<file path="src/include/pfc_regs.svh">
// Functional notes
// - Occupancy above upper mark sends pause frame
// - After pause, resume once below lower mark
// - Pause resent while occupancy stays above upper
// - Refresh value 0..65535 slots, carried in frame
// - One slot equals 64 byte times
// - Refresh value defaults to 26624 slots
// - Thresholds 0..511 KB at 10G, 0..47 KB 1G
// - 10G defaults upper 128 KB, lower 64 KB
// - 1G defaults upper 24 KB, lower 16 KB
// - Disabled after reset, no frames until enabled
// - Only link-level pause frames, no priority control
// - Shared pool of 8000 buffers of 250 bytes
// - Pool usage above 8000 pauses every enabled port
// - Port usage above 1250 pauses that port
// - Resume below 5000 global and 1000 per port
// - Received pause frames never throttle our transmitter
// - Flow control config change resets interface, frames may drop
// - Pause only on data ports of 1G or faster
`ifndef PFC_REGS_SVH
`define PFC_REGS_SVH

`define PFC_ADDR_CTRL 8'h00
`define PFC_ADDR_HIGH 8'h04
`define PFC_ADDR_LOW 8'h08
`define PFC_ADDR_REFRESH 8'h0C
`define PFC_ADDR_STATUS 8'h10
`define PFC_ADDR_COUNT 8'h14
`define PFC_ADDR_SA_LO 8'h18
`define PFC_ADDR_SA_HI 8'h1C

`define PFC_CTRL_EN_BIT 0
`define PFC_CTRL_SHARED_BIT 1

`define PFC_HIGH_10G_RST 9'h080
`define PFC_LOW_10G_RST 9'h040
`define PFC_HIGH_1G_RST 9'h018
`define PFC_LOW_1G_RST 9'h010
`define PFC_MAX_10G 9'h1FF
`define PFC_MAX_1G 9'h02F
`define PFC_REFRESH_RST 16'h6800
`define PFC_SA_RST 48'h02_00_00_00_00_01

`define PFC_POOL_BUFFERS 14'h1F40
`define PFC_BUFFER_BYTES 250
`define PFC_GLOBAL_HIGH 14'h1F40
`define PFC_GLOBAL_LOW 14'h1388
`define PFC_PORT_HIGH 14'h04E2
`define PFC_PORT_LOW 14'h03E8

`define PFC_CLK_PERIOD_NS 10
`define PFC_BITS_PER_NS_1G 1
`define PFC_BITS_PER_NS_10G 10
`define PFC_SLOT_BYTES 64
`define PFC_SLOT_BITS (`PFC_SLOT_BYTES * 8)
`define PFC_FRAME_LAST 6'h3B

`endif

</file>
<file path="src/include/pfc_pkg.sv">
package pfc_pkg;

	typedef enum logic [1:0] {
		PFC_IDLE = 2'b01,
		PFC_SEND = 2'b10
	} pfc_state_type;

	typedef struct packed {
		logic [7:0] data;
		logic sof;
		logic eof;
		logic valid;
	} pfc_stream_type;

	typedef struct packed {
		logic [19:0] fifo_bytes;
		logic [13:0] pool_used;
		logic [13:0] port_used;
	} pfc_occ_type;

endpackage : pfc_pkg

</file>
<file path="src/logic/pfc_tx.sv">
// The register offsets and register access over APB were decided locally.
`timescale 1ns/100ps
`include "pfc_regs.svh"

module pfc_tx (
	input wire logic ref_clk,
	input wire logic sys_rst,
	input wire logic psel,
	input wire logic penable,
	input wire logic pwrite,
	input wire logic [7:0] paddr,
	input wire logic [31:0] pwdata,
	output logic [31:0] prdata,
	output logic pready,
	output logic pslverr,
	input wire logic link_10g,
	input wire logic port_capable,
	input wire pfc_pkg::pfc_occ_type occ,
	output pfc_pkg::pfc_stream_type tx_out,
	input wire logic tx_ready,
	output logic iface_rst,
	output logic pause_active
);
	import pfc_pkg::*;

	// Configuration registers
	logic enable_r;
	logic shared_r;
	logic [8:0] high_r;
	logic [8:0] low_r;
	logic high_prog_r;
	logic low_prog_r;
	logic [15:0] refresh_r;
	logic [47:0] sa_r;

	// Frame counters and bus answer
	logic [15:0] xoff_cnt_r;
	logic [15:0] xon_cnt_r;
	logic [31:0] prdata_r;
	logic pready_r;
	logic pslverr_r;

	// Interface reset, pause state and slot timing
	logic iface_rst_r;
	logic paused_r;
	logic [9:0] slot_acc_r;
	logic slot_tick_r;
	logic [15:0] slot_cnt_r;

	// Frame generator
	pfc_state_type state_r;
	logic [5:0] idx_r;
	logic [15:0] time_r;
	pfc_stream_type stream_r;

	// Decode and handshake terms
	logic setup;
	logic wr_done;
	logic cfg_write;
	logic [8:0] high_eff;
	logic [8:0] low_eff;
	logic above_high;
	logic below_low;
	logic active;
	logic want_xoff;
	logic want_xon;
	logic start;
	logic byte_taken;
	logic [9:0] rate;
	logic [10:0] acc_sum;

	// Writes that change flow control restart the interface
	function automatic logic is_cfg(input logic [7:0] a);
		is_cfg = a == `PFC_ADDR_CTRL || a == `PFC_ADDR_HIGH ||
			a == `PFC_ADDR_LOW || a == `PFC_ADDR_REFRESH;
	endfunction : is_cfg

	// Thresholds are whole kilobytes; compare in bytes
	function automatic logic [19:0] kb_bytes(input logic [8:0] kb);
		kb_bytes = {1'b0, kb, 10'h000};
	endfunction : kb_bytes

	// Read back clamped, so software sees what the compare uses
	function automatic logic [8:0] eff_thr(input logic prog,
		input logic [8:0] val, input logic [8:0] dflt,
		input logic [8:0] maxv);
		if (!prog) begin
			eff_thr = dflt;
		end else if (val > maxv) begin
			eff_thr = maxv;
		end else begin
			eff_thr = val;
		end
	endfunction : eff_thr

	function automatic logic [7:0] frame_byte(input logic [5:0] i,
		input logic [47:0] sa, input logic [15:0] t);
		case (i)
			// Reserved control multicast destination
			6'h00: frame_byte = 8'h01;
			6'h01: frame_byte = 8'h80;
			6'h02: frame_byte = 8'hC2;
			6'h03: frame_byte = 8'h00;
			6'h04: frame_byte = 8'h00;
			6'h05: frame_byte = 8'h01;
			// Source address, most significant byte first
			6'h06: frame_byte = sa[47:40];
			6'h07: frame_byte = sa[39:32];
			6'h08: frame_byte = sa[31:24];
			6'h09: frame_byte = sa[23:16];
			6'h0A: frame_byte = sa[15:8];
			6'h0B: frame_byte = sa[7:0];
			// Control type and pause opcode
			6'h0C: frame_byte = 8'h88;
			6'h0D: frame_byte = 8'h08;
			6'h0E: frame_byte = 8'h00;
			6'h0F: frame_byte = 8'h01;
			// Pause time, zero for a resume
			6'h10: frame_byte = t[15:8];
			6'h11: frame_byte = t[7:0];
			// Zero pad up to the minimum frame size
			default: frame_byte = 8'h00;
		endcase
	endfunction : frame_byte

	// Registered answer gives one access cycle with no wait states
	assign setup = psel && !penable;
	assign wr_done = psel && penable && pready_r && pwrite && !pslverr_r;
	assign cfg_write = wr_done && is_cfg(paddr);

	assign high_eff = link_10g ?
		eff_thr(high_prog_r, high_r, `PFC_HIGH_10G_RST, `PFC_MAX_10G) :
		eff_thr(high_prog_r, high_r, `PFC_HIGH_1G_RST, `PFC_MAX_1G);
	assign low_eff = link_10g ?
		eff_thr(low_prog_r, low_r, `PFC_LOW_10G_RST, `PFC_MAX_10G) :
		eff_thr(low_prog_r, low_r, `PFC_LOW_1G_RST, `PFC_MAX_1G);

	// Shared pool counts whole buffers of the fixed size
	always_comb begin
		if (shared_r) begin
			above_high = occ.pool_used > `PFC_GLOBAL_HIGH ||
				occ.port_used > `PFC_PORT_HIGH;
			below_low = occ.pool_used < `PFC_GLOBAL_LOW &&
				occ.port_used < `PFC_PORT_LOW;
		end else begin
			above_high = occ.fifo_bytes > kb_bytes(high_eff);
			below_low = occ.fifo_bytes < kb_bytes(low_eff);
		end
	end

	// Management or sub-gigabit ports never emit control frames
	assign active = enable_r && port_capable;
	// Refresh 0 gives back to back pauses while still congested
	assign want_xoff = active && above_high &&
		(!paused_r || slot_cnt_r >= refresh_r);
	assign want_xon = active && paused_r && below_low;
	assign start = state_r == PFC_IDLE && !iface_rst_r &&
		(want_xoff || want_xon);
	assign byte_taken = stream_r.valid && tx_ready;

	// Bits per cycle; the remainder carries so slot error never builds
	assign rate = link_10g ?
		10'(`PFC_CLK_PERIOD_NS * `PFC_BITS_PER_NS_10G) :
		10'(`PFC_CLK_PERIOD_NS * `PFC_BITS_PER_NS_1G);
	assign acc_sum = {1'b0, slot_acc_r} + {1'b0, rate};

	always_ff @(posedge ref_clk) begin
		if (sys_rst) begin
			pready_r <= 1'b0;
			pslverr_r <= 1'b0;
			prdata_r <= 32'h0000_0000;
		end else if (setup) begin
			pready_r <= 1'b1;
			pslverr_r <= 1'b0;
			prdata_r <= 32'h0000_0000;
			case (paddr)
				`PFC_ADDR_CTRL: prdata_r <= {30'h0, shared_r, enable_r};
				`PFC_ADDR_HIGH: prdata_r <= {23'h0, high_eff};
				`PFC_ADDR_LOW: prdata_r <= {23'h0, low_eff};
				`PFC_ADDR_REFRESH: prdata_r <= {16'h0, refresh_r};
				`PFC_ADDR_STATUS: prdata_r <= {28'h0, link_10g,
					above_high, stream_r.valid, paused_r};
				`PFC_ADDR_COUNT: prdata_r <= {xon_cnt_r, xoff_cnt_r};
				`PFC_ADDR_SA_LO: prdata_r <= sa_r[31:0];
				`PFC_ADDR_SA_HI: prdata_r <= {16'h0, sa_r[47:32]};
				// Unmapped offsets answer with an error and read zero
				default: pslverr_r <= 1'b1;
			endcase
		end else begin
			pready_r <= 1'b0;
			pslverr_r <= 1'b0;
		end
	end

	always_ff @(posedge ref_clk) begin
		if (sys_rst) begin
			enable_r <= 1'b0;
			shared_r <= 1'b0;
			high_r <= `PFC_HIGH_10G_RST;
			low_r <= `PFC_LOW_10G_RST;
			high_prog_r <= 1'b0;
			low_prog_r <= 1'b0;
			refresh_r <= `PFC_REFRESH_RST;
			sa_r <= `PFC_SA_RST;
		end else if (wr_done) begin
			case (paddr)
				`PFC_ADDR_CTRL: begin
					enable_r <= pwdata[`PFC_CTRL_EN_BIT];
					shared_r <= pwdata[`PFC_CTRL_SHARED_BIT];
				end
				`PFC_ADDR_HIGH: begin
					high_r <= pwdata[8:0];
					high_prog_r <= 1'b1;
				end
				`PFC_ADDR_LOW: begin
					low_r <= pwdata[8:0];
					low_prog_r <= 1'b1;
				end
				`PFC_ADDR_REFRESH: refresh_r <= pwdata[15:0];
				`PFC_ADDR_SA_LO: sa_r[31:0] <= pwdata;
				`PFC_ADDR_SA_HI: sa_r[47:32] <= pwdata[15:0];
				// Read-only offsets drop the write silently
				default: ;
			endcase
		end
	end

	// One-cycle interface reset on any flow control change
	always_ff @(posedge ref_clk) begin
		if (sys_rst) begin
			iface_rst_r <= 1'b0;
		end else begin
			iface_rst_r <= cfg_write;
		end
	end

	// Fractional accumulator: slot length is not a whole cycle count
	always_ff @(posedge ref_clk) begin
		if (sys_rst || iface_rst_r) begin
			slot_acc_r <= 10'h000;
			slot_tick_r <= 1'b0;
		end else if (acc_sum >= 11'(`PFC_SLOT_BITS)) begin
			slot_acc_r <= 10'(acc_sum - 11'(`PFC_SLOT_BITS));
			slot_tick_r <= 1'b1;
		end else begin
			slot_acc_r <= acc_sum[9:0];
			slot_tick_r <= 1'b0;
		end
	end

	// Saturates so a long pause never wraps into a false refresh
	always_ff @(posedge ref_clk) begin
		if (sys_rst || iface_rst_r) begin
			slot_cnt_r <= 16'h0000;
		end else if (start && want_xoff) begin
			slot_cnt_r <= 16'h0000;
		end else if (slot_tick_r && slot_cnt_r != 16'hFFFF) begin
			slot_cnt_r <= slot_cnt_r + 16'h0001;
		end
	end

	// Pause state follows frame starts; xoff wins over xon
	always_ff @(posedge ref_clk) begin
		if (sys_rst || iface_rst_r || !active) begin
			paused_r <= 1'b0;
		end else if (start && want_xoff) begin
			paused_r <= 1'b1;
		end else if (start && want_xon) begin
			paused_r <= 1'b0;
		end
	end

	// Receive path pause frames are not an input: nothing throttles us
	always_ff @(posedge ref_clk) begin
		if (sys_rst || iface_rst_r) begin
			state_r <= PFC_IDLE;
			idx_r <= 6'h00;
			time_r <= 16'h0000;
			stream_r <= '0;
		end else begin
			case (state_r)
				PFC_IDLE: begin
					if (start) begin
						state_r <= PFC_SEND;
						// Resume frame carries a zero timer
						time_r <= want_xoff ? refresh_r : 16'h0000;
						idx_r <= 6'h00;
						stream_r.data <= frame_byte(6'h00, sa_r, 16'h0000);
						stream_r.sof <= 1'b1;
						stream_r.eof <= 1'b0;
						stream_r.valid <= 1'b1;
					end
				end
				PFC_SEND: begin
					if (byte_taken) begin
						if (idx_r == `PFC_FRAME_LAST) begin
							state_r <= PFC_IDLE;
							stream_r <= '0;
						end else begin
							idx_r <= idx_r + 6'h01;
							stream_r.data <= frame_byte(idx_r + 6'h01, sa_r,
								time_r);
							stream_r.sof <= 1'b0;
							stream_r.eof <= (idx_r + 6'h01) == `PFC_FRAME_LAST;
						end
					end
				end
				// A corrupt one-hot code falls back to idle
				default: begin
					state_r <= PFC_IDLE;
					stream_r <= '0;
				end
			endcase
		end
	end

	// Counters wrap; software works with differences
	always_ff @(posedge ref_clk) begin
		if (sys_rst) begin
			xoff_cnt_r <= 16'h0000;
			xon_cnt_r <= 16'h0000;
		end else if (start) begin
			if (want_xoff) begin
				xoff_cnt_r <= xoff_cnt_r + 16'h0001;
			end else begin
				xon_cnt_r <= xon_cnt_r + 16'h0001;
			end
		end
	end

	assign prdata = prdata_r;
	assign pready = pready_r;
	assign pslverr = pslverr_r;
	assign tx_out = stream_r;
	assign iface_rst = iface_rst_r;
	assign pause_active = paused_r;

endmodule : pfc_tx

</file>
<file path="config.mk">
export PLATFORM = sky130hd
export DESIGN_NAME = pfc_tx
export DESIGN_NICKNAME = d
export VERILOG_FILES = /design/src/include/pfc_pkg.sv /design/src/logic/pfc_tx.sv
export VERILOG_INCLUDE_DIRS = /design/src /design/src/include
export SDC_FILE = /design/constraint.sdc
export NUM_CORES = 1
export LEC_CHECK = 0
export BUFFER_PORTS_ARGS = -buffer_cell sky130_fd_sc_hd__buf_2
export CAP_MARGIN = 20
export CORE_MARGIN = 5
export CORE_UTILIZATION = 53
export CTS_CLUSTER_DIAMETER = 50
export DETAILED_ROUTE_END_ITERATION = 6
export MAX_ROUTING_LAYER = met4
export PLACE_DENSITY = 0.89
export SLEW_MARGIN = 20
export SYNTH_ARGS = -nofsm -noshare
export SYNTH_HDL_FRONTEND = slang
export SYNTH_SLANG_ARGS = --single-unit
export TNS_END_PERCENT = 10
</file>
<file path="constraint.sdc">
create_clock -name ref_clk -period 3.5 [get_ports ref_clk]
set_clock_uncertainty 0.15 [all_clocks]
set_input_delay 0.525 -clock ref_clk [delete_from_list [all_inputs] [get_ports ref_clk]]
set_output_delay 0.525 -clock ref_clk [all_outputs]
set_load 0.03 [all_outputs]
</file>
=== Word level (Yosys, flattened, before mapping) ===
Cells that the tools add are included.
Widths: inputs -> output; s select.

* Bitwise gates (word level): 2
* Mux-type cells: 35
* Order comparisons: 12
* Add/subtract/negate cells: 6
* Equal/unequal tests: 30
* Reductions and logical operators: 51

{| class="wikitable"
|+ Operators with widths
! cell !! count
|-
| $pmux 32 s8 || 1
|-
| $pmux 8 s13 || 1
|-
| $mux 9 || 10
|-
| $add 16x1->16 const B || 3
|-
| $eq 6x4->1 const B || 7
|-
| $eq 8x5->1 const B || 4
|-
| $mux 11 || 2
|-
| $pmux 11 s2 || 1
|-
| $gt 20x19->1 || 1
|-
| $lt 20x19->1 || 1
|-
| $mux 10 || 2
|-
| $reduce_and 2->1 || 10
|-
| $eq 6x3->1 const B || 3
|-
| $gt 9x6->1 const B || 2
|-
| $gt 9x9->1 const B || 2
|-
| $logic_and 1x1->1 || 18
|-
| $mux 6 || 3
|-
| $eq 8x4->1 const B || 2
|-
| $ge 16x16->1 || 1
|-
| $mux 16 || 1
|-
| $ne 16x16->1 const B || 1
|-
| $gt 14x11->1 const B || 1
|-
| $gt 14x13->1 const B || 1
|-
| $lt 14x10->1 const B || 1
|-
| other kinds (29) || 57
|}

* Word-level logic and storage cells: 162
* Register bits after elaboration: 216
* Output and inout bits: 47
* Input bits: 96

=== Longest topological paths before layout ===
Gate-level depths: netlist of the first run.

* Depth after elaboration: 13
* Mapped depth: 13
* Depth with buffers taken out: 12

=== Worst setup path after synthesis of the first run ===
OpenSTA, ideal clock, no wires.

* Path type: input port to flip-flop
* From: input port link_10g
* To: register xon_cnt_r[9]
* Required time: 3.235 ns
* Stages: 13
* Setup slack: 0.000 ns
* Arrival time: 3.235 ns
* Path through: clkbuf_1 -> nor2_1 -> nor2b_1 -> o21ai_0 -> ha_1 -> nand4_1 -> or4_1 -> o21ba_1 -> o211a_2 -> a2111oi_4 -> buf_6 -> a21oi_1 -> o21a_1

* Longest elaborated chain between the ends: 8

{| class="wikitable"
|+ RTL lines
! element !! line !! source
|-
| start, declared || pfc_tx.sv:16 || <nowiki>input wire logic link_10g,</nowiki>
|-
| $mux 9 || pfc_tx.sv:131 || <nowiki>assign high_eff = link_10g ?</nowiki>
|-
| $gt 20x19->1 || pfc_tx.sv:146 || <nowiki>above_high = occ.fifo_bytes > kb_bytes(high_eff);</nowiki>
|-
| $mux 1 || pfc_tx.sv:140 || <nowiki>if (shared_r) begin</nowiki>
|-
| $logic_and 1x1->1 (2 in series) || pfc_tx.sv:154 || <nowiki>assign want_xoff = active && above_high &&</nowiki>
|-
| $logic_or 1x1->1 || pfc_tx.sv:158 || <nowiki>(want_xoff || want_xon);</nowiki>
|-
| $logic_and 1x1->1 || pfc_tx.sv:157 || <nowiki>assign start = state_r == PFC_IDLE && !iface_rst_r &&</nowiki>
|-
| $reduce_and 2->1 (no source line) * || n/a ||
|-
| end signal, assigned || pfc_tx.sv:326 || <nowiki>xon_cnt_r <= xon_cnt_r + 16'h0001;</nowiki>
|-
| end, declared || pfc_tx.sv:38 || <nowiki>logic [15:0] xon_cnt_r;</nowiki>
|}

Mark *: on every way between the ends. The rest lies on a longest branch, timed or not.
A chain may end at the register's enable or synchronous reset.

=== Final worst setup path of the first run ===
* From: register high_r[4]
* To: register xon_cnt_r[5]

* Longest elaborated chain between the ends: 11

{| class="wikitable"
|+ RTL lines
! element !! line !! source
|-
| start, declared || pfc_tx.sv:29 || <nowiki>logic [8:0] high_r;</nowiki>
|-
| start signal, assigned || pfc_tx.sv:199 || <nowiki>high_r <= `PFC_HIGH_10G_RST;</nowiki>
|-
| start signal, assigned || pfc_tx.sv:212 || <nowiki>high_r <= pwdata[8:0];</nowiki>
|-
| $gt 9x6->1 / $gt 9x9->1 (equally long branches) || pfc_tx.sv:89 || <nowiki>end else if (val > maxv) begin</nowiki>
|-
| $mux 9 || pfc_tx.sv:89 ||
|-
| $mux 9 || pfc_tx.sv:87 || <nowiki>if (!prog) begin</nowiki>
|-
| $mux 9 * || pfc_tx.sv:131 ||
|-
| $gt 20x19->1 * || pfc_tx.sv:146 ||
|-
| $mux 1 * || pfc_tx.sv:140 ||
|-
| $logic_and 1x1->1 * (2 in series) || pfc_tx.sv:154 ||
|-
| $logic_or 1x1->1 || pfc_tx.sv:158 ||
|-
| $logic_and 1x1->1 || pfc_tx.sv:157 ||
|-
| $reduce_and 2->1 (no source line) * || n/a ||
|}

Marked as above.

==> results of run 1 <==
## Yosys cell counts (12+ instances only)
library cell,count
dfxtp_1,214
nor2b_1,20
a22o_1,21
nor4_1,12
a22oi_1,48
nand3_1,46
a31oi_1,14
ha_1,48
xnor2_1,21
nand4_1,41
inv_1,57
nor2_1,118
a21oi_1,143
o21ai_0,60
nand2_1,226
clkbuf_1,70
nor3_1,19
## metrics by stage
| stage | hold WS (ns) | util |
|---|---|---|
| detailed placement | 0.300 | 0.600 |
| global placement | 0.297 | 0.600 |
| floorplan | 0.281 | - |
| global route | 0.0834 | 0.653 |
| CTS | 0.0635 | 0.646 |
| finish | 0.0742 | 0.653 |
## cells by family (layout without fill, tap and decap cells)
kind of cell             Yosys count  count (layout)  share of synthesized area
other                              0               2                          0
AND/OR/NAND/NOR                  542             542                      0.228
multiplexers                      13              13                     0.0125
adder cells (fa/ha/maj)           49              49                     0.0567
XOR/XNOR                          28              28                     0.0224
AO/OA/AOI/OAI                    402             402                      0.242
flip-flops                       214             214                      0.391
buffers and inverters            134             312                     0.0474
## placed cells by master, fill, tap and decap left out, types with 5 or more instances in the layout
cell,n
a21o_1,7
a21oi_1,140
a221oi_1,7
a222oi_1,10
a22o_1,21
a22oi_1,48
a31o_2,9
a31oi_1,14
and2_1,6
and3_1,7
buf_2,141
buf_4,58
clkbuf_16,29
dfxtp_1,213
ha_1,47
inv_1,57
inv_6,7
mux2_2,5
mux2i_1,8
nand2_1,226
nand2b_1,6
nand3_1,46
nand4_1,41
nor2_1,115
nor2b_1,18
nor3_1,17
nor4_1,12
o211ai_1,9
o21ai_0,53
o21ai_1,8
o31a_1,5
o31ai_1,9
or2_2,7
or3_1,8
or4_1,9
xnor2_1,21
xor2_1,7
## cell type report
type | instances | share of cell area
diodes | 2 | 0.000378
clock buffers | 35 | 0.0595
clock inverters | 15 | 0.00878
inverters | 57 | 0.0161
multi-input cells | 1034 | 0.473
flip-flops and latches | 214 | 0.323
well taps | 270 | 0.0255
repair buffers | 205 | 0.0932
## registers in the layout (all words and copies together) (netlist names), 10 cells and up
| signal | count |
|---|---|
| refresh_r | 16 |
| prdata | 32 |
| xoff_cnt_r | 16 |
| tx_out | 10 |
| time_r | 16 |
| slot_cnt_r | 16 |
| xon_cnt_r | 16 |
| sa_r | 48 |
## final timing paths
check	start	endpoint	slack [ns]
setup reg to reg	high_r[4]	xon_cnt_r[5]	0.13
hold reg to reg	high_r[0]	high_r[0]	0.32
hold / removal	pwdata[24]	sa_r[24]	0.07
setup / recovery	high_r[4]	xon_cnt_r[5]	0.13
## power breakdown
group | switching, mW | total (mW) | internal, mW
clock network | 1.14 | 2.76 | 1.62
logic | 0.211 | 0.342 | 0.131
registers | 0.0150 | 2.48 | 2.46
## worst min-delay path: cells and delay by family
kind            cells  cell delay [ns]
compound gates      1             0.05
simple gates        1             0.04
buf+inv             1             0.09
## timing repair
action / CTS / global route
gates resized for setup: 7 / 24
setup buffers: 1 / 3
endpoints found under the setup margin: 46 / 72
cloned: 0 / 1
pin swaps: 3 / 14
## metal layers
layer	wire (µm)	vias up
met4	1590	0
met1	14700	5431
met3	4270	109
met5	0	-
met2	16600	633
li1	-	5329
==> metrics.md, run 1 <==
| Metric | Value |
|---|---|
| Num CTS Buffers | `28` |
| Startpoint types | `flip-flop` |
| Residual DRC | `4` |
| Fmax | `297 MHz` |
| Avg Cell Area, Syn | `7.92 µm²` |
| Std cell rows | `52` |
| GR Util met2 | `0.469` |
| Hold Fails Final Rpt | `0` |
| Ys Warns | `0` |
| Grt ovf | `0` |
| CTS Hold Buffers Added | `0` |
| Post-DR wirelength/cell | `20.3 µm` |
| CTS tree | `yes` |
| Die width | `154 µm` |
| RSZ-0062 raised after global routing | `true` |
| Pwr Density | `421 mW/mm²` |
| Buffers on Ports | `142` |
| WP depth | `12` |
| Violated checks | `design-rule violations` |
| Vias/cell | `6.28` |
| Number of global-route vias before repair | `10774` |
| EDFF count, synth | `0` |
| Synth top area share | `0.391` |
| Global-route wire length before repair | `57500 µm` |
| Period minus WS final | `3.37 ns` |
| Worst-path clk slew | `0.06 ns` |
| Grt met1 use | `0.400` |
| Worst EP required | `3.81 ns` |
| Core area | `0.0203 mm²` |
| Top area cells in the synthesized netlist | `dfxtp_1, nand2_1, a21oi_1` |
| Syn nets | `1527` |
| Critical path data arrival time | `3.68 ns` |
| Initial antenna violation count | `2` |
| Largest net degree at the start of global routing | `113` |
| Run status | `complete, but fails checks` |
| Clock tree buffer depth | `3` |
| Share of layout cells above drive strength 1 | `0.196` |
| Worst Hold Depth | `3` |
| Mapped Cells | `1382` |
| Fill cells | `1694` |
| Clk_lat worst skew | `0.54 ns` |
| Crit path max fanout | `5` |
| Slew Limit Fails | `0` |
| Routed via count | `11502` |
| Post-route clock period utilization | `0.962` |
| Total power | `5.58 mW` |
| Overall Global Routing Usage | `0.306` |
| Post-synth top flop | `dfxtp_1` |
| Gr busiest metal | `met2` |
| Post-synth ARST share | `0` |
| CP Capture Type | `flip-flop` |
| Starting Density | `0.539` |
| Max_cap viols | `0` |
| Setup TNS | `0 ns` |
| Synth area leader | `dfxtp_1` |
| Reg area | `0.00429 mm²` |
| Detail Placement HPWL | `27100 µm` |
| Synth unique cells | `73` |
| Worst-Margin Slew | `0.892 ns` |
| Final instance area | `0.0133 mm²` |
| Multi-input gate area | `0.00627 mm²` |
| Final setup margin | `0.132 ns` |
| Slowest CP cell | `or4_4` |
| Peak supply drop | `0.000376 V` |
| #FFs+latches synth | `214` |
| Die Height | `154 µm` |
| Leak Pwr | `4.95 nW` |
| Pre-CTS setup slack | `-0.186 ns` |
| Worst path top cell family by delay | `simple AND/OR/NAND/NOR gates` |
| CTS root buffer | `clkbuf_16` |
| R2R cell count | `12` |
| Sequential area share after synthesis | `0.391` |
| Crit path buf inv count | `0` |
| Clock sink count | `214` |
| Slowest Stage Delay on Critical Path | `0.51 ns` |
| Cell Area, Synth | `0.0109 mm²` |
| IO Pins | `143` |
| Routed Antenna Nets | `0` |
| Finish-stage setup viols | `0` |
| Most used cell, CP | `or4_4` |
| Hold Crit Class | `in2reg` |
| Grt met3 use | `0.0621` |
| Fin cells | `1832` |
| Post-placement cell count | `1775` |
| Die area | `0.0236 mm²` |
| WL final | `37100 µm` |
| Placed cell area | `0.0122 mm²` |
| Area grow syn2layout | `21.0%` |
| H-tree depth | `1` |
| DRC marker count from the first detailed-route iteration | `1317` |
| Crit-path cells | `a2111oi_4 > nor2_2 > nor2b_1 > o21ai_2 > ha_4 > nand4_1 > or4_4 > o21ba_4 > o211a_4 > a21o_4 > or4_4 > a21oi_2` |
| Pre-antenna DRT Iters | `7` |
| Crit path kind | `reg2reg` |
| NumNets Final | `1685` |
| RePlAce Congestion | `1.03` |
| Relative slew margins | `0.405` |
No activity file was read; power rests on OpenSTA's default activity.
==> inputs of run 2 (changes only) <==
--- a/config.mk
+++ b/config.mk
@@ -8,8 +8,10 @@
 export LEC_CHECK = 0
 export BUFFER_PORTS_ARGS = -buffer_cell sky130_fd_sc_hd__buf_2
 export CAP_MARGIN = 20
+export CELL_PAD_IN_SITES_DETAIL_PLACEMENT = 1
+export CELL_PAD_IN_SITES_GLOBAL_PLACEMENT = 2
 export CORE_MARGIN = 5
-export CORE_UTILIZATION = 53
+export CORE_UTILIZATION = 31
 export CTS_CLUSTER_DIAMETER = 50
 export DETAILED_ROUTE_END_ITERATION = 6
 export MAX_ROUTING_LAYER = met4
==> metrics.md, run 2 (synthesis gave the netlist of run 1 again) <==
| Metric | Value |
|---|---|
| Hold Crit Class | `in2reg (unchanged)` |
| Violated checks | `design-rule violations (unchanged)` |
| R2R cell count | `12 (unchanged)` |
| Routed Antenna Nets | `0 (unchanged)` |
| Worst-path clk slew | `0.06 ns (about the same)` |
| Hold Fails Final Rpt | `0 (unchanged)` |
| Global-route wire length before repair | `67300 µm (was 57500 µm)` |
| Peak supply drop | `0.000422 V (was 0.000376 V)` |
| Worst Hold Depth | `3 (unchanged)` |
| Crit path buf inv count | `0 (unchanged)` |
| Period minus WS final | `3.48 ns (was 3.37 ns)` |
| NumNets Final | `1713 (was 1685)` |
| Std cell rows | `68 (was 52)` |
| Worst r2r src | `high_r[5] (was high_r[4])` |
| Crit path kind | `reg2reg (unchanged)` |
| Reg2reg setup slack | `0.02 ns (was 0.13 ns)` |
| Biggest register | `sa_r (unchanged)` |
| Largest net degree at the start of global routing | `101 (was 113)` |
| Pre-antenna DRT Iters | `7 (unchanged)` |
| Crit-path cells | `a2111oi_4 > nor2_2 > nor2b_1 > o21ai_2 > ha_4 > nand4_1 > or4_4 > o21ba_4 > o211a_4 > a21o_4 > or4_4 > a21oi_2 (unchanged)` |
| Die Height | `198 µm (was 154 µm)` |
| Max_cap viols | `0 (unchanged)` |
| Vias/cell | `5.65 (was 6.28)` |
| Critical path data arrival time | `3.80 ns (was 3.68 ns)` |
| Residual DRC | `7 (was 4)` |
| Die area | `0.0392 mm² (was 0.0236 mm²)` |
| Num CTS Buffers | `28 (unchanged)` |
| Buffers on Ports | `142 (unchanged)` |
| Setup TNS | `0 ns (unchanged)` |
| Starting Density | `0.315 (was 0.539)` |
| Pwr Density | `417 mW/mm² (was 421 mW/mm²)` |
| Critical R2R Capture | `xon_cnt_r[8] (was xon_cnt_r[5])` |
| Worst EP required | `3.82 ns (was 3.81 ns)` |
| WL final | `44300 µm (was 37100 µm)` |
| Clk_lat worst skew | `0.55 ns (was 0.54 ns)` |
| Number of global-route vias before repair | `11537 (was 10774)` |
| Relative slew margins | `0.237 (was 0.405)` |
| Slew Limit Fails | `0 (unchanged)` |
| Slowest Stage Delay on Critical Path | `0.52 ns (was 0.51 ns)` |
| Commonest non-fill, non-tap cell in the layout | `nand2_1 (unchanged)` |
| Core area | `0.0347 mm² (was 0.0203 mm²)` |
| Clock sink count | `214 (unchanged)` |
| Post-DR wirelength/cell | `21.6 µm (was 20.3 µm)` |
| RSZ-0062 raised after global routing | `true (unchanged)` |
| Post-route clock period utilization | `0.995 (was 0.962)` |
| Commonest non-fill, non-tap cells in the layout | `nand2_1, dfxtp_1, buf_2 (unchanged)` |
| Most used cell, CP | `or4_4 (unchanged)` |
| Initial antenna violation count | `1 (was 2)` |
| Worst path top cell family by delay | `simple AND/OR/NAND/NOR gates (unchanged)` |
| Finish-stage setup viols | `0 (unchanged)` |
| Fmax | `287 MHz (was 297 MHz)` |
| CTS Hold Buffers Added | `0 (unchanged)` |
| IO Pins | `143 (unchanged)` |
| Slowest CP cell | `or4_4 (unchanged)` |
| Fill cells | `4223 (was 1694)` |
| RePlAce Congestion | `0.981 (was 1.03)` |
| H-tree depth | `1 (unchanged)` |
| DRC marker count from the first detailed-route iteration | `972 (was 1317)` |
| Die width | `198 µm (was 154 µm)` |
| Crit path max fanout | `5 (unchanged)` |
| Overall Global Routing Usage | `0.223 (was 0.306)` |
| Clock tree buffer depth | `3 (unchanged)` |
| Area grow syn2layout | `26.7% (was 21.0%)` |
| CP Capture Type | `flip-flop (unchanged)` |
| Routed via count | `11562 (was 11502)` |
| Grt ovf | `0 (unchanged)` |
| Detail Placement HPWL | `33300 µm (was 27100 µm)` |
| Startpoint types | `flip-flop (unchanged)` |
| Run status | `complete, but fails checks (unchanged)` |
| Share of layout cells above drive strength 1 | `0.219 (was 0.196)` |
| Total power | `5.79 mW (was 5.58 mW)` |
| Max reg flops | `48 (unchanged)` |
| CTS tree | `yes (unchanged)` |
| CTS root buffer | `clkbuf_16 (unchanged)` |
| WP depth | `12 (unchanged)` |
| Hold_sp | `pwdata[30] (was pwdata[24])` |
| Worst-Margin Slew | `1.14 ns (was 0.892 ns)` |
| Hold Path Sink | `sa_r[30] (was sa_r[24])` |
| Leak Pwr | `5.12 nW (was 4.95 nW)` |
run 2: cell types whose count changed in the layout (fill, tap and decap cells not counted), sizes merged:
cell	delta
diode	-1
clkinv	+3
buf	+28
inv	-7
bufinv	+3
clkbuf	+3
run 2: cell type report:
type | instances | area, µm² | share of cell area
Multi-Input combinational cell | 1034 | 6370 | 0.459
Sequential cell | 214 | 4290 | 0.309
Timing Repair Buffer | 233 | 1480 | 0.106
Clock buffer | 38 | 768 | 0.0554
Tap cell | 455 | 569 | 0.0410
Inverter | 57 | 214 | 0.0154
Clock inverter | 14 | 180 | 0.0130
Antenna cell | 1 | 2.50 | 0.000180
run 2: worst min-delay path, delay by kind of cell:
kind | cells | cell delay, ns
buf+inv | 1 | 0.10
compound gates | 1 | 0.05
simple gates | 1 | 0.04
run 2: power breakdown:
part	internal (mW)	switching [mW]	total, mW
logic	0.138	0.228	0.365
clock network	1.77	1.17	2.94
registers	2.46	0.0177	2.48
run 2: timing repair:
action | 4_1_cts | 5_1_grt
hold endpoints to repair | 0 | 0
gates resized for setup | 21 | 45
gates cloned | 0 | 1
pin swaps | 14 | 24
endpoints found under the setup margin | 82 | 77
buffers inserted | 1 | 8
run 2: how the worst max path moves through the flow:
stage / startpoint / to / slack (ns)
after floorplan: link_10g / xon_cnt_r[9] / 0.00002
after global placement: link_10g / xon_cnt_r[8] / -0.23
after detailed placement: high_r[5] / xon_cnt_r[7] / -0.36
after CTS: high_r[4] / tx_out[9] / 0.002
after global routing: high_r[5] / xon_cnt_r[8] / -0.13
final: high_r[5] / xon_cnt_r[8] / 0.02
run 2: through the flow:
stage / setup WS (ns) / util / hold WS, ns / area (µm²) / cells
3_3_place_gp: -0.233 / 0.363 / 0.309 / 12600 / 1984
2_1_floorplan: 0.0000222 / - / 0.281 / 10900 / 1382
4_1_cts: 0.00169 / 0.392 / 0.0323 / 13600 / 2036
5_1_grt: -0.128 / 0.400 / 0.0554 / 13900 / 2046
3_5_place_dp: -0.357 / 0.363 / 0.318 / 12600 / 1984
6_report: 0.0189 / 0.400 / 0.0571 / 13900 / 2046
run 2: metal layers:
layer,share of wire,vias up,GRT usage
li1,-,5380,-
met4,0.025,0,0.0536
met5,0,-,-
met3,0.079,73,0.0441
met2,0.45,403,0.342
met1,0.45,5706,0.303
==> inputs of run 3 (changes only) <==
--- a/config.mk
+++ b/config.mk
@@ -14,10 +14,11 @@
 export CORE_UTILIZATION = 31
 export CTS_CLUSTER_DIAMETER = 50
 export DETAILED_ROUTE_END_ITERATION = 6
+export HOLD_SLACK_MARGIN = 0.05
 export MAX_ROUTING_LAYER = met4
 export PLACE_DENSITY = 0.89
+export SETUP_SLACK_MARGIN = 0.2
 export SLEW_MARGIN = 20
 export SYNTH_ARGS = -nofsm -noshare
 export SYNTH_HDL_FRONTEND = slang
 export SYNTH_SLANG_ARGS = --single-unit
-export TNS_END_PERCENT = 10
==> metrics.md, run 3 (synthesis gave the netlist of run 1 again) <==
| Metric | Value |
|---|---|
| Run status | `complete, but fails checks (unchanged)` |
| Violated checks | `design-rule violations, negative setup slack (was design-rule violations)` |
| Grt ovf | `0 (unchanged)` |
| Final setup margin | `-0.0805 ns (was 0.0189 ns)` |
| Hold Crit Class | `in2reg (unchanged)` |
| Hold Path Sink | `sa_r[30] (unchanged)` |
| Share of layout cells above drive strength 1 | `0.233 (was 0.219)` |
| IO Pins | `143 (unchanged)` |
| Clock sink count | `214 (unchanged)` |
| Biggest register | `sa_r (unchanged)` |
| Leak Pwr | `5.31 nW (was 5.12 nW)` |
| Routed Antenna Nets | `0 (unchanged)` |
| Global-route wire length before repair | `70300 µm (was 67300 µm)` |
| Worst-path clk slew | `0.06 ns (about the same)` |
| Vias/cell | `5.61 (was 5.65)` |
| Commonest non-fill, non-tap cell in the layout | `nand2_1 (unchanged)` |
| Fin cells | `2066 (was 2046)` |
| Std cell rows | `68 (unchanged)` |
| Period minus WS final | `3.58 ns (was 3.48 ns)` |
| Residual DRC | `9 (was 7)` |
| Setup TNS | `-0.827 ns (was 0 ns)` |
| CTS tree | `yes (unchanged)` |
| Worst r2r src | `high_r[4] (was high_r[5])` |
| Post-DR wirelength/cell | `22.1 µm (was 21.6 µm)` |
| RePlAce Congestion | `0.942 (was 0.981)` |
| Worst EP required | `3.76 ns (was 3.82 ns)` |
| Critical R2R Capture | `xon_cnt_r[11] (was xon_cnt_r[8])` |
| Clock tree buffer depth | `3 (unchanged)` |
| Area grow syn2layout | `30.8% (was 26.7%)` |
| R2R cell count | `14 (was 12)` |
| Buffers on Ports | `142 (unchanged)` |
| RSZ-0062 raised after global routing | `true (unchanged)` |
| Finish-stage setup viols | `33 (was 0)` |
| Hold Fails Final Rpt | `0 (unchanged)` |
| Reg2reg setup slack | `-0.08 ns (was 0.02 ns)` |
| Critical path data arrival time | `3.84 ns (was 3.80 ns)` |
| Startpoint types | `flip-flop (unchanged)` |
| Initial antenna violation count | `1 (unchanged)` |
| H-tree depth | `1 (unchanged)` |
| Die Height | `198 µm (unchanged)` |
| Clk_lat worst skew | `0.56 ns (was 0.55 ns)` |
| Number of global-route vias before repair | `11962 (was 11537)` |
| WL final | `45600 µm (was 44300 µm)` |
| Post-placement cell count | `1974 (was 1984)` |
| Overall Global Routing Usage | `0.231 (was 0.223)` |
| DRC marker count from the first detailed-route iteration | `1020 (was 972)` |
| NumNets Final | `1732 (was 1713)` |
| Max reg flops | `48 (unchanged)` |
| Die area | `0.0392 mm² (unchanged)` |
| Pre-antenna DRT Iters | `7 (unchanged)` |
| CP Capture Type | `flip-flop (unchanged)` |
| Worst Hold Depth | `3 (unchanged)` |
| Routed via count | `11580 (was 11562)` |
| Pwr Density | `420 mW/mm² (was 417 mW/mm²)` |
| Starting Density | `0.315 (unchanged)` |
| Max_cap viols | `0 (unchanged)` |
| Worst-Margin Slew | `1.02 ns (was 1.14 ns)` |
| Post-route clock period utilization | `1.02 (was 0.995)` |
| Relative slew margins | `0.303 (was 0.237)` |
| Slew Limit Fails | `0 (unchanged)` |
| Fmax | `279 MHz (was 287 MHz)` |
| Crit path max fanout | `7 (was 5)` |
| Core area | `0.0347 mm² (unchanged)` |
| Num CTS Buffers | `30 (was 28)` |
| Commonest non-fill, non-tap cells in the layout | `nand2_1, dfxtp_1, buf_2 (unchanged)` |
| Largest net degree at the start of global routing | `77 (was 101)` |
| Die width | `198 µm (unchanged)` |
| Crit path kind | `reg2reg (unchanged)` |
| CTS root buffer | `clkbuf_16 (unchanged)` |
| Detail Placement HPWL | `33200 µm (was 33300 µm)` |
| Hold_sp | `pwdata[30] (unchanged)` |
| Peak supply drop | `0.000345 V (was 0.000422 V)` |
==> run 3: routing by layer <==
layer / vias to the layer above / share of wire / track usage
li1: 5418 / - / -
met1: 5742 / 0.43 / 0.300
met2: 340 / 0.48 / 0.386
met3: 80 / 0.053 / 0.0265
met4: 0 / 0.028 / 0.0594
met5: - / 0 / -
==> run 3: power breakdown <==
group          switching [mW]  leakage, nW  internal, mW
registers              0.0169         1.73          2.46
logic                   0.236         3.09         0.154
clock network            1.22        0.493          1.92
total                    1.47         5.31          4.54
==> run 3: worst max-delay path by stage <==
| stage | startpoint | slack [ns] | endpoint | depth (start not counted) |
|---|---|---|---|---|
| after detailed placement | link_10g | -0.20 | time_r[11] | 11 |
| final | high_r[4] | -0.08 | xon_cnt_r[11] | 14 |
| after global routing | high_r[4] | -0.28 | xon_cnt_r[12] | 15 |
| after global placement | link_10g | -0.13 | xon_cnt_r[9] | 14 |
| after floorplan | high_r[4] | 0.29 | xon_cnt_r[5] | 12 |
| after CTS | high_r[4] | -0.02 | xon_cnt_r[11] | 14 |
==> run 3: layout make-up <==
cell class                 instances  area, µm²
antenna                            1       2.50
timing repair buffer             250       1730
clock buffer                      40        840
sequential                       214       4290
multi-input combinational       1034       6490
tap                              455        569
clock inverter                    15        186
inverter                          57        214
fill                            4216      20400
==> run 3: through the flow <==
step	utilization	setup WS (ns)	power, mW	hold slack, ns	area, µm²
after global placement	0.362	-0.132	2.87	0.292	12600
after global routing	0.413	-0.284	6.21	0.0621	14300
after CTS	0.409	-0.0208	6.03	0.0547	14200
after floorplan	-	0.287	2.71	0.281	11000
final	0.413	-0.0805	6.01	0.0716	14300
after detailed placement	0.362	-0.197	2.89	0.297	12600
==> run 3: critical path, stage by stage (launching register included) <==
cell and delay (ns):
dfxtp_2 0.33, a2111oi_4 0.40, nor2_4 0.07, nor2b_1 0.15, o21ai_2 0.08, ha_1 0.34
nand4_1 0.16, or4_4 0.46, o21ba_4 0.21, o211a_4 0.16, buf_6 0.13, a2111oi_4 0.36
buf_4 0.23, a31o_4 0.14, a21oi_1 0.05
==> run 3: timing repair <==
item | in CTS | in global routing
setup endpoints to repair | 69 | 84
gates cloned | 2 | 0
hold endpoints to repair | 4 | 0
resized for setup | 79 | 26
setup buffers | 27 | 3
pin swaps | 28 | 18
hold buffers | 4 | 0
